**src/hdl/pps_pkg.sv**
```systemverilog
package pps_pkg;

  // ----------------------------------------------------------------
  // Flattened bidirectional bit map
  // ----------------------------------------------------------------
  localparam int A_LSB   = 0;
  localparam int A_W     = 8;
  localparam int B_LSB   = 8;
  localparam int B_W     = 5;
  localparam int C_LSB   = 13;
  localparam int C_W     = 8;
  localparam int D_LSB   = 21;
  localparam int D_W     = 2;
  localparam int E_LSB   = 23;
  localparam int E_W     = 2;
  localparam int BIDIR_W = 25;

  // ----------------------------------------------------------------
  // Input-only bit map (synchronised vector)
  // ----------------------------------------------------------------
  localparam int IN_B_LSB = 0;   // port_b[7:5]
  localparam int IN_D_LSB = 3;   // port_d[5:2]
  localparam int IN_E_LSB = 7;   // port_e[2]
  localparam int IN_W     = 8;

  // ----------------------------------------------------------------
  // Reset values
  // ----------------------------------------------------------------
  localparam logic       DIR_RST   = 1'b0;
  localparam logic       DAT_RST   = 1'b0;
  localparam logic [3:0] PORT_F_RST = 4'h0;
  localparam logic [3:0] PORT_G_RST = 4'hF;
  localparam int         SYNC_STAGES = 2;

  typedef enum logic [2:0] {
    PPS_PORT_A,
    PPS_PORT_B,
    PPS_PORT_C,
    PPS_PORT_D,
    PPS_PORT_E,
    PPS_PORT_F,
    PPS_PORT_G
  } pps_port_t;

  typedef struct packed {
    logic      valid;
    logic      is_dir;
    pps_port_t port;
    logic [7:0] data;
  } pps_wr_t;

endpackage : pps_pkg

```
**src/hdl/pps_top.sv**
```systemverilog
// Behaviour
// RULE1 - port_a: eight bits, per-bit direction
// RULE2 - Reset clears every direction bit to input
// RULE3 - Upper PWM replaces port_a bits 0-3
// RULE4 - port_b low five bits bidirectional
// RULE5 - port_b upper three inputs feed comparator 1-3
// RULE6 - port_c eight bits, per-bit direction
// RULE7 - port_d bits 0-1 bidirectional
// RULE8 - port_d 2-5 inputs; 2,3 timer clocks
// RULE9 - port_d 4,5 external interrupts; 5 comparator
// RULE10 - port_e 0,1 bidirectional or serial out/clock
// RULE11 - port_e bit 2 input, comparator and serial
// RULE12 - port_g open-drain outputs shared with PWM
// RULE13 - port_f 2-5 push-pull shared with OSD colours
// RULE14 - Input bit undriven; output drives latch
`timescale 1ns/1ps
module pps_top (
  input  wire logic           clk_sys,          // 20 MHz system clock
  input  wire logic           reset_n,          // Sync reset, active low
  input  wire pps_pkg::pps_wr_t wr,             // Latch/direction write
  input  wire logic [7:0]     port_a_i,         // port_a pin levels
  output logic [7:0]          port_a_o,         // port_a drive values
  output logic [7:0]          port_a_oe,        // port_a drive enables
  output logic [7:0]          port_a_rd,        // port_a read-back
  input  wire logic [7:0]     port_b_i,         // port_b pin levels
  output logic [4:0]          port_b_o,         // port_b[4:0] drive values
  output logic [4:0]          port_b_oe,        // port_b[4:0] drive enables
  output logic [7:0]          port_b_rd,        // port_b read-back
  input  wire logic [7:0]     port_c_i,         // port_c pin levels
  output logic [7:0]          port_c_o,         // port_c drive values
  output logic [7:0]          port_c_oe,        // port_c drive enables
  output logic [7:0]          port_c_rd,        // port_c read-back
  input  wire logic [5:0]     port_d_i,         // port_d pin levels
  output logic [1:0]          port_d_o,         // port_d[1:0] drive values
  output logic [1:0]          port_d_oe,        // port_d[1:0] drive enables
  output logic [5:0]          port_d_rd,        // port_d read-back
  input  wire logic [2:0]     port_e_i,         // port_e pin levels
  output logic [1:0]          port_e_o,         // port_e[1:0] drive values
  output logic [1:0]          port_e_oe,        // port_e[1:0] drive enables
  output logic [2:0]          port_e_rd,        // port_e read-back
  output logic [3:0]          port_f_o,         // port_f[5:2] push-pull
  output logic [3:0]          port_g_o,         // port_g open-drain level
  output logic [3:0]          port_g_oe,        // port_g pull-low enables
  input  wire logic           upper_pwm_en,     // Upper PWM owns port_a[3:0]
  input  wire logic [3:0]     upper_pwm_outputs, // Upper PWM levels
  input  wire logic [3:0]     lower_pwm_en,     // Per-bit PWM owns port_g
  input  wire logic [3:0]     lower_pwm_outputs, // Lower PWM levels
  input  wire logic           osd_en,           // OSD owns port_f[5:2]
  input  wire logic [3:0]     osd_color_outputs, // R, G, B, OUT
  input  wire logic           serial_en,        // Serial owns port_e[1:0]
  input  wire logic           serial_out_val,   // Serial data to send
  input  wire logic           serial_clk_val,   // Serial clock to send
  output logic                serial_in_pin,    // Serial data received
  output logic [4:0]          analog_cmp_inputs, // Comparator inputs 1-5
  output logic [1:0]          timer_ext_clk,    // Timers 2 and 3 clocks
  output logic                ext_irq_one,      // External interrupt 1
  output logic                ext_irq_two       // External interrupt 2
);

  logic                     sel_a;
  logic                     sel_b;
  logic                     sel_c;
  logic                     sel_d;
  logic                     sel_e;
  logic                     sel_f;
  logic                     sel_g;
  logic [pps_pkg::BIDIR_W-1:0] we_flat;
  logic [pps_pkg::BIDIR_W-1:0] wdat_flat;
  logic [pps_pkg::BIDIR_W-1:0] alt_en_flat;
  logic [pps_pkg::BIDIR_W-1:0] alt_val_flat;
  logic [pps_pkg::BIDIR_W-1:0] pin_i_flat;
  logic [pps_pkg::BIDIR_W-1:0] pin_o_flat;
  logic [pps_pkg::BIDIR_W-1:0] pin_oe_flat;
  logic [pps_pkg::BIDIR_W-1:0] rd_flat;
  logic [pps_pkg::IN_W-1:0]    in_raw;
  logic [pps_pkg::IN_W-1:0]    in_s1_reg;
  logic [pps_pkg::IN_W-1:0]    in_s2_reg;
  logic [3:0]               f_lat_reg;
  logic [3:0]               g_lat_reg;
  logic [3:0]               f_next;
  logic [3:0]               g_oe_next;

  // ------------------------------------------------------------
  // Write decode
  // ------------------------------------------------------------
  assign sel_a = wr.valid && (wr.port == pps_pkg::PPS_PORT_A);
  assign sel_b = wr.valid && (wr.port == pps_pkg::PPS_PORT_B);
  assign sel_c = wr.valid && (wr.port == pps_pkg::PPS_PORT_C);
  assign sel_d = wr.valid && (wr.port == pps_pkg::PPS_PORT_D);
  assign sel_e = wr.valid && (wr.port == pps_pkg::PPS_PORT_E);
  // Output-only ports have no direction, so direction writes are ignored
  assign sel_f = wr.valid && !wr.is_dir && (wr.port == pps_pkg::PPS_PORT_F);
  assign sel_g = wr.valid && !wr.is_dir && (wr.port == pps_pkg::PPS_PORT_G);

  assign we_flat   = {{2{sel_e}}, {2{sel_d}}, {8{sel_c}}, {5{sel_b}}, {8{sel_a}}};
  assign wdat_flat = {wr.data[1:0], wr.data[1:0], wr.data, wr.data[4:0], wr.data};
  assign pin_i_flat = {port_e_i[1:0], port_d_i[1:0], port_c_i, port_b_i[4:0], port_a_i};

  // ------------------------------------------------------------
  // Alternate function routing
  // ------------------------------------------------------------
  assign alt_en_flat  = {{2{serial_en}}, 19'h00000, {4{upper_pwm_en}}};   // RULE3 RULE10
  assign alt_val_flat = {serial_clk_val, serial_out_val, 19'h00000,
                         upper_pwm_outputs};                              // RULE3 RULE10

  // One cell per bidirectional bit keeps all 25 bits identical
  generate
    for (genvar i = 0; i < pps_pkg::BIDIR_W; i++) begin : g_bit
      pps_bit u_bit (
        .clk_sys (clk_sys),
        .reset_n (reset_n),
        .dir_we  (we_flat[i] && wr.is_dir),                  // RULE1 RULE4 RULE6 RULE7
        .dat_we  (we_flat[i] && !wr.is_dir),
        .wdat    (wdat_flat[i]),
        .alt_en  (alt_en_flat[i]),
        .alt_val (alt_val_flat[i]),
        .pin_i   (pin_i_flat[i]),
        .pin_o   (pin_o_flat[i]),
        .pin_oe  (pin_oe_flat[i]),
        .rd      (rd_flat[i])
      );
    end
  endgenerate

  assign port_a_o  = pin_o_flat[pps_pkg::A_LSB +: pps_pkg::A_W];
  assign port_a_oe = pin_oe_flat[pps_pkg::A_LSB +: pps_pkg::A_W];
  assign port_a_rd = rd_flat[pps_pkg::A_LSB +: pps_pkg::A_W];
  assign port_b_o  = pin_o_flat[pps_pkg::B_LSB +: pps_pkg::B_W];
  assign port_b_oe = pin_oe_flat[pps_pkg::B_LSB +: pps_pkg::B_W];
  assign port_c_o  = pin_o_flat[pps_pkg::C_LSB +: pps_pkg::C_W];
  assign port_c_oe = pin_oe_flat[pps_pkg::C_LSB +: pps_pkg::C_W];
  assign port_c_rd = rd_flat[pps_pkg::C_LSB +: pps_pkg::C_W];
  assign port_d_o  = pin_o_flat[pps_pkg::D_LSB +: pps_pkg::D_W];
  assign port_d_oe = pin_oe_flat[pps_pkg::D_LSB +: pps_pkg::D_W];
  assign port_e_o  = pin_o_flat[pps_pkg::E_LSB +: pps_pkg::E_W];
  assign port_e_oe = pin_oe_flat[pps_pkg::E_LSB +: pps_pkg::E_W];

  // ------------------------------------------------------------
  // Input-only bits
  // ------------------------------------------------------------
  assign in_raw = {port_e_i[2], port_d_i[5:2], port_b_i[7:5]};

  always_ff @(posedge clk_sys) begin
    if (!reset_n) begin
      in_s1_reg <= '0;
      in_s2_reg <= '0;
    end else begin
      in_s1_reg <= in_raw;
      in_s2_reg <= in_s1_reg;
    end
  end

  assign port_b_rd = {in_s2_reg[pps_pkg::IN_B_LSB +: 3],
                      rd_flat[pps_pkg::B_LSB +: pps_pkg::B_W]};          // RULE5
  assign port_d_rd = {in_s2_reg[pps_pkg::IN_D_LSB +: 4],
                      rd_flat[pps_pkg::D_LSB +: pps_pkg::D_W]};          // RULE8
  assign port_e_rd = {in_s2_reg[pps_pkg::IN_E_LSB],
                      rd_flat[pps_pkg::E_LSB +: pps_pkg::E_W]};          // RULE11
  assign analog_cmp_inputs = {in_s2_reg[pps_pkg::IN_E_LSB],
                              in_s2_reg[pps_pkg::IN_D_LSB + 3],
                              in_s2_reg[pps_pkg::IN_B_LSB +: 3]};        // RULE5 RULE9 RULE11
  assign timer_ext_clk = in_s2_reg[pps_pkg::IN_D_LSB +: 2];              // RULE8
  assign ext_irq_one   = in_s2_reg[pps_pkg::IN_D_LSB + 2];               // RULE9
  assign ext_irq_two   = in_s2_reg[pps_pkg::IN_D_LSB + 3];               // RULE9
  assign serial_in_pin = in_s2_reg[pps_pkg::IN_E_LSB];                   // RULE11

  // ------------------------------------------------------------
  // Output-only ports
  // ------------------------------------------------------------
  assign f_next    = osd_en ? osd_color_outputs : f_lat_reg;             // RULE13
  // Open drain: a low level is the only one actively driven
  assign g_oe_next = ~((lower_pwm_en & lower_pwm_outputs)
                     | (~lower_pwm_en & g_lat_reg));                     // RULE12

  always_ff @(posedge clk_sys) begin
    if (!reset_n) begin
      f_lat_reg <= pps_pkg::PORT_F_RST;
      g_lat_reg <= pps_pkg::PORT_G_RST;
      port_f_o  <= pps_pkg::PORT_F_RST;
      port_g_oe <= 4'h0;
    end else begin
      if (sel_f) f_lat_reg <= wr.data[3:0];
      if (sel_g) g_lat_reg <= wr.data[3:0];
      port_f_o  <= f_next;
      port_g_oe <= g_oe_next;
    end
  end

  assign port_g_o = 4'h0;

  // ------------------------------------------------------------
  // Checks
  // ------------------------------------------------------------
  property p_pwm_route;
    @(posedge clk_sys) disable iff (!reset_n)
      upper_pwm_en |=> (port_a_oe[3:0] == 4'hF) && (port_a_o[3:0] == $past(upper_pwm_outputs));
  endproperty
  a_pwm_route: assert property (p_pwm_route) else $error("upper PWM not on port_a"); // RULE3

  property p_cmp_b;
    @(posedge clk_sys) disable iff (!reset_n)
      ($past(reset_n) && $past(reset_n, 2))
        |-> analog_cmp_inputs[2:0] == $past(port_b_i[7:5], 2);
  endproperty
  a_cmp_b: assert property (p_cmp_b) else $error("comparator 1-3 mismatch"); // RULE5

  property p_timer_clk;
    @(posedge clk_sys) disable iff (!reset_n)
      ($past(reset_n) && $past(reset_n, 2)) |-> timer_ext_clk == $past(port_d_i[3:2], 2);
  endproperty
  a_timer_clk: assert property (p_timer_clk) else $error("timer clock mismatch"); // RULE8

  property p_irq;
    @(posedge clk_sys) disable iff (!reset_n)
      ($past(reset_n) && $past(reset_n, 2)) |-> (ext_irq_one == $past(port_d_i[4], 2))
        && (ext_irq_two == $past(port_d_i[5], 2)) && (analog_cmp_inputs[3] == ext_irq_two);
  endproperty
  a_irq: assert property (p_irq) else $error("interrupt input mismatch"); // RULE9

  property p_serial_out;
    @(posedge clk_sys) disable iff (!reset_n)
      serial_en |=> port_e_oe == 2'h3 && port_e_o == $past({serial_clk_val, serial_out_val});
  endproperty
  a_serial_out: assert property (p_serial_out) else $error("serial pins not routed"); // RULE10

  property p_serial_in;
    @(posedge clk_sys) disable iff (!reset_n)
      ($past(reset_n) && $past(reset_n, 2)) |-> serial_in_pin == $past(port_e_i[2], 2)
        && analog_cmp_inputs[4] == serial_in_pin;
  endproperty
  a_serial_in: assert property (p_serial_in) else $error("serial input mismatch"); // RULE11

  property p_port_g;
    @(posedge clk_sys) disable iff (!reset_n)
      (lower_pwm_en[0] && !lower_pwm_outputs[0]) |=> port_g_oe[0];
  endproperty
  a_port_g: assert property (p_port_g) else $error("PWM low not pulled down"); // RULE12

  property p_osd;
    @(posedge clk_sys) disable iff (!reset_n)
      osd_en ##1 osd_en |-> port_f_o == $past(osd_color_outputs);
  endproperty
  a_osd: assert property (p_osd) else $error("OSD colour not on port_f"); // RULE13

  property p_a_dir;
    @(posedge clk_sys) disable iff (!reset_n)
      (sel_a && wr.is_dir && wr.data[7]) ##1 !(sel_a && wr.is_dir) |=> port_a_oe[7];
  endproperty
  a_a_dir: assert property (p_a_dir) else $error("port_a direction ignored"); // RULE1

endmodule : pps_top

```
**src/hdl/pps_bit.sv**
```systemverilog
`timescale 1ns/1ps
module pps_bit (
  input  wire logic clk_sys,   // System clock
  input  wire logic reset_n,   // Sync reset, active low
  input  wire logic dir_we,    // Direction write strobe
  input  wire logic dat_we,    // Data latch write strobe
  input  wire logic wdat,      // Write value
  input  wire logic alt_en,    // Alternate function owns pin
  input  wire logic alt_val,   // Alternate output level
  input  wire logic pin_i,     // Pin level
  output logic      pin_o,     // Pin drive value
  output logic      pin_oe,    // Pin drive enable
  output logic      rd         // Synchronised pin level
);

  logic dir_reg;
  logic dat_reg;
  logic s1_reg;
  logic s2_reg;
  logic oe_next;
  logic o_next;

  // ------------------------------------------------------------
  // Pin ownership
  // ------------------------------------------------------------
  assign oe_next = alt_en | dir_reg;                          // RULE14
  assign o_next  = alt_en ? alt_val : dat_reg;                // RULE14

  always_ff @(posedge clk_sys) begin
    if (!reset_n) begin
      dir_reg <= pps_pkg::DIR_RST;                            // RULE2
      dat_reg <= pps_pkg::DAT_RST;
      pin_oe  <= 1'b0;
      pin_o   <= 1'b0;
      s1_reg  <= 1'b0;
      s2_reg  <= 1'b0;
    end else begin
      if (dir_we) dir_reg <= wdat;
      if (dat_we) dat_reg <= wdat;
      pin_oe <= oe_next;
      pin_o  <= o_next;
      s1_reg <= pin_i;
      s2_reg <= s1_reg;
    end
  end

  assign rd = s2_reg;

  property p_dir_reset;
    @(posedge clk_sys) disable iff (1'b0)
      !reset_n |=> (!pin_oe ##1 (!reset_n || $past(alt_en) || !pin_oe));
  endproperty
  a_dir_reset: assert property (p_dir_reset) else $error("pin driven after reset"); // RULE2

  property p_in_undriven;
    @(posedge clk_sys) disable iff (!reset_n)
      (dir_we && !wdat && !alt_en) ##1 (!alt_en && !dir_we) |=> !pin_oe;
  endproperty
  a_in_undriven: assert property (p_in_undriven) else $error("input bit driven"); // RULE14

  property p_out_drives;
    @(posedge clk_sys) disable iff (!reset_n)
      (dat_we && !alt_en) ##1 (!alt_en && dir_reg)
        |=> (pin_oe && pin_o == $past(wdat, 2));
  endproperty
  a_out_drives: assert property (p_out_drives) else $error("output latch not on pin"); // RULE14

endmodule : pps_bit

```
**config.mk**
```make
export PLATFORM = sky130hd
export DESIGN_NAME = pps_top
export DESIGN_NICKNAME = d
export VERILOG_FILES = /design/src/hdl/pps_pkg.sv /design/src/hdl/pps_top.sv /design/src/hdl/pps_bit.sv
export SDC_FILE = /design/constraint.sdc
export NUM_CORES = 1
export LEC_CHECK = 0
export BUFFER_PORTS_ARGS = -buffer_cell sky130_fd_sc_hd__buf_2
export CORE_ASPECT_RATIO = 1.75
export CORE_MARGIN = 8
export CORE_UTILIZATION = 50
export DETAILED_ROUTE_END_ITERATION = 16
export GPL_ROUTABILITY_DRIVEN = 0
export PLACE_DENSITY = 0.77
export SLEW_MARGIN = 20
export SYNTH_ARGS = -nofsm -noshare
export SYNTH_HDL_FRONTEND = slang
export SYNTH_HIERARCHICAL = 1
export SYNTH_SLANG_ARGS = --single-unit
```
**constraint.sdc**
```tcl
create_clock -name clk_sys -period 2.9 [get_ports clk_sys]
set_input_delay 0.58 -clock clk_sys [delete_from_list [all_inputs] [get_ports clk_sys]]
set_output_delay 0.58 -clock clk_sys [all_outputs]
set_load 0.03 [all_outputs]
```
# [Word level (Yosys, flattened, before mapping)]
# Cells that the tools add are included.
[op_classes] eq_ne=6 mux=7 bitwise=11 n_reduce_logical=20
[op_table] cell="$logic_and 1x1->1" n=18
[op_table] cell="$eq 3x3->1 const B" n=3
[op_table] cell="$and 4x4->4" n=2
[op_table] cell="$not 4->4" n=2
[op_table] cell="$eq 3x2->1 const B" n=2
[op_table] cell="$mux 1" n=6
[op_table] cell="$or 1x1->1" n=6
[op_table] cell="$mux 4" n=1
[op_table] cell="$or 4x4->4" n=1
[op_table] cell="$eq 3x1->1 const B" n=1
[op_table] cell="$logic_not 3->1" n=1
[op_table] cell="$logic_not 1->1" n=1
[word_totals] reg_bits=182 inputBits=69 out_inout_bits=105 elab_cells=200

# [Depth between registers and ports, before layout]
[depth] depth_word=4 depth_mapped=5

# [Modules after synthesis]
# Netlist, hierarchy kept.
[modules_own_cells] mod="pps_bit" instances=25 cells_per_inst=15 area_each_um2=188.9 seq_area_each_um2=120.1
[modules_own_cells] mod="pps_top" instances=1 cells_per_inst=127 area_each_um2=1241.2 seq_area_each_um2=640.6

# [Worst setup path after synthesis]
# OpenSTA, ideal clock, no wires.
[synth_path] path_type="input-to-reg" from="input port wr[11] (netlist bit)" to="register g_bit[0].u_bit.dat_reg" setup_time_ns=0.116 t_arrival_ns=2.260 t_required_ns=2.784 path_slack_ns=0.523 cell_stages=5 path_cell_list="or3b_1 > buf_6 > nor3_1 > mux2i_1 > nor2b_1"
[synth_via] elab_chain_len=2
[synth_rtl] element="from (decl)" line="pps_top.sv:20" rtl="input wire pps_pkg::pps_wr_t wr,"
[synth_rtl] element="$logic_not 1->1" line="pps_top.sv:113" rtl=".dat_we (we_flat[i] && !wr.is_dir),"
[synth_rtl] element="$logic_and 1x1->1" line="pps_top.sv:113"
[synth_rtl] element="to (signal assigned)" line="pps_bit.sv:32" rtl="dat_reg <= pps_pkg::DAT_RST;"
[synth_rtl] element="to (signal assigned)" line="pps_bit.sv:39" rtl="if (dat_we) dat_reg <= wdat;"
[synth_rtl] element="to (decl)" line="pps_bit.sv:17" rtl="logic dat_reg;"
# Every way passes these cells.
# A chain may end at the register's enable or synchronous reset.

# [Final worst setup path]
[layout_path] from="input port wr[11] (netlist bit)" to="register g_bit[5].u_bit.dat_reg"
[layout_via] elab_chain_len=2
[layout_rtl] element="$logic_not 1->1" line="pps_top.sv:113"
[layout_rtl] element="$logic_and 1x1->1" line="pps_top.sv:113"
[layout_rtl] element="to (signal assigned)" line="pps_bit.sv:32"
[layout_rtl] element="to (signal assigned)" line="pps_bit.sv:39"
[layout_rtl] element="to (decl)" line="pps_bit.sv:17"
# Every way passes these cells.

==> results.ini <==
[outcome]
status=completed

[clock_network]
postCtsHoldBufs=0
path_clk_slew_ps=70
cts_root_buf=clkbuf_16
htree_levels=4
cts_buffers=17
cts.sinks=182
cts_tree=done
clkLatencyLatePin_ps=420
cts_buffer_depth=2
post_cts_buffers=0
cts.repair.resized=0

[final_layout]
multi_input_area_sq_um=2406
layout-drive-gt1-share_pct=28.00
seq_area_sq_um=3643
layout.nets=806
instances_no_fill=887
final_area_sq_um=7732
syn_to_final_growth_pct=29.64
diodes=0
fin_util_pct=65.51
nFillCells=975

[global_routing]
grt_pass1_wl_um=20400
antenna_found_initial=0
overflow=0
grt_max_degree=123
grt_pass1_vias=4133
globalRouteTotalUtil_pct=16.30

[drt]
first_pass_iters=4
drc=0
wirelength_um=12440
routedWlPerCell_um=14.02
drt_iter0_drc=111
ant_nets=0
via_count=4031
viasPerCell=4.545

[sta]
final.setup.tns_ps=0
rsz0062_at_grt=false
period_minus_slack_ps=1605
tightest_slew_ps=523.7
maxSlewHeadroom_pct=65.09
setup-violations-final=0
finalHoldViolCount=0
fmax_ghz=0.6230
slew_violations=0
whs_ps=358.8
fin_skew_ps=8.101
setup_ws_ps=1295
period_share_pct=55.35

[synthesis]
synth_ff_type=dfxtp_1
ys_top_cells_by_count=182 x dfxtp_1, 87 x mux2i_1, 79 x nor2b_1, 70 x and2_1, 25 x o21a_1
ys_types=20
syn_avg_cell_area_sq_um=11.88
synth.top_cell.area_share_pct=61.09
yosys.area.top_type=dfxtp_1
yosysWarnings=6
synth_edf_count=0
syn_inst=502
seq_area_frac_synth_pct=61.09
synthArstFlopShare_pct=0
syn_area_sq_um=5964
synth_area_leaders=dfxtp_1 61%, mux2i_1 15%, nor2b_1 8.3%
synth_most_common_cell=dfxtp_1
synth-seq-cells=182

[die]
row_count=53
fp.dieH_um=160.5
start_util_pct=50.53
core_area_sq_um=11800
ioPinCount=174
fp.dieW_um=98.56
die_area_sq_um=15820

[setup_path]
start_kind=input pin
endpoint_kind=flop
cp_data_required_time_ps=3210
cp.arrival_ps=1910
crit_slowest_cell=or3b_1
path_class=in2reg
cpPeakStageDelay_ps=540
path_cells=buf_2, or3b_1, nor3_2, buf_4, mux2i_1, nor2b_1
worst-path-max-fanout=11

[place]
placed_cell_area_sq_um=7149
post-place-cells=855
numPortBuffers=169
place_ws_ps=859.9
dpl.hpwl_um=8869

[power]
p_clk_share_pct=42.0
power.leakage_nw=3.495
power_frac_seq_pct=49.5
power_density_nw_per_um2=683.4
power_mw=5.284
combPwrFrac_pct=8.5
switching_share_pct=25.96
switching_power_mw=1.372
internal_power_mw=3.912
peakVddDrop_mv=0.5356

[min_path]
hold_path.class=in2reg

[job]
maxCapViolations=0

cells in the final DEF, fill, tap and decap left out, drive strengths merged:
cell type,instances
and2,70
buf,176
clkbuf,17
clkinv,4
clkinvlp,2
conb,61
dfxtp,182
inv,13
mux2i,87
nand2,9
nand2b,2
nand3,1
nand3b,2
nor2,7
nor2b,79
nor3,4
o21a,25
o21ai,4
o311ai,4
or3b,1
path summary, 6_finish.rpt:
path	startpoint	endpoint	slack (ps)	depth (start not counted)
min	port_a_i[3]	g_bit[3].u_bit/s1_reg	360	2
min reg2reg	in_s1_reg[7]	in_s2_reg[7]	430	1
max reg2reg	g_bit[19].u_bit/dat_reg	g_bit[19].u_bit/dat_reg	2220	2
max	wr[11]	g_bit[5].u_bit/dat_reg	1290	6
worst max-delay path, delay by kind of cell:
| kind | cells | cell delay, ps |
|---|---|---|
| multiplexers | 1 | 220 |
| AND/OR/NAND/NOR | 3 | 770 |
| buffers and inverters | 2 | 330 |
area by class of cell:
class,count,share of cell area (%)
clock buffers,17,5.502
clock inverters,15,2.039
inverters,4,0.1942
multi-input cells,356,31.12
flip-flops and latches,182,47.12
well taps,137,2.217
repair buffers,176,11.81
cells by family (layout without fill, tap and decap cells):
group / Yosys count / count (layout) / synth area share (%)
AO/OA/AOI/OAI: 33 / 33 / 4.070
flip-flops: 182 / 182 / 61.09
multiplexers: 87 / 87 / 14.60
other: 1 / 61 / 0.06287
buffers and inverters: 24 / 212 / 2.517
AND/OR/NAND/NOR: 175 / 175 / 17.66
routing by layer:
| metal | share of wire, % | track usage, % | wire length, um | vias up |
|---|---|---|---|---|
| met5 | 0 | 0 | 0 | - |
| met4 | 1.6 | 5.973 | 203 | 0 |
| met3 | 9.4 | 7.932 | 1175 | 16 |
| met2 | 50 | 28.14 | 6277 | 137 |
| met1 | 38 | 16.53 | 4779 | 1821 |
| li1 | - | - | - | 2057 |
power groups by stage:
stage          Clock (mW)  Sequential, mW  Combinational [mW]
6_report             2.22            2.62               0.447
5_1_grt              2.39            2.62               0.486
4_1_cts              2.27            2.62               0.453
3_5_place_dp            0            2.67               0.451
3_3_place_gp            0            2.67               0.444
2_1_floorplan           0            2.79               0.166
Note: power is estimated with default switching activity, not from simulation.
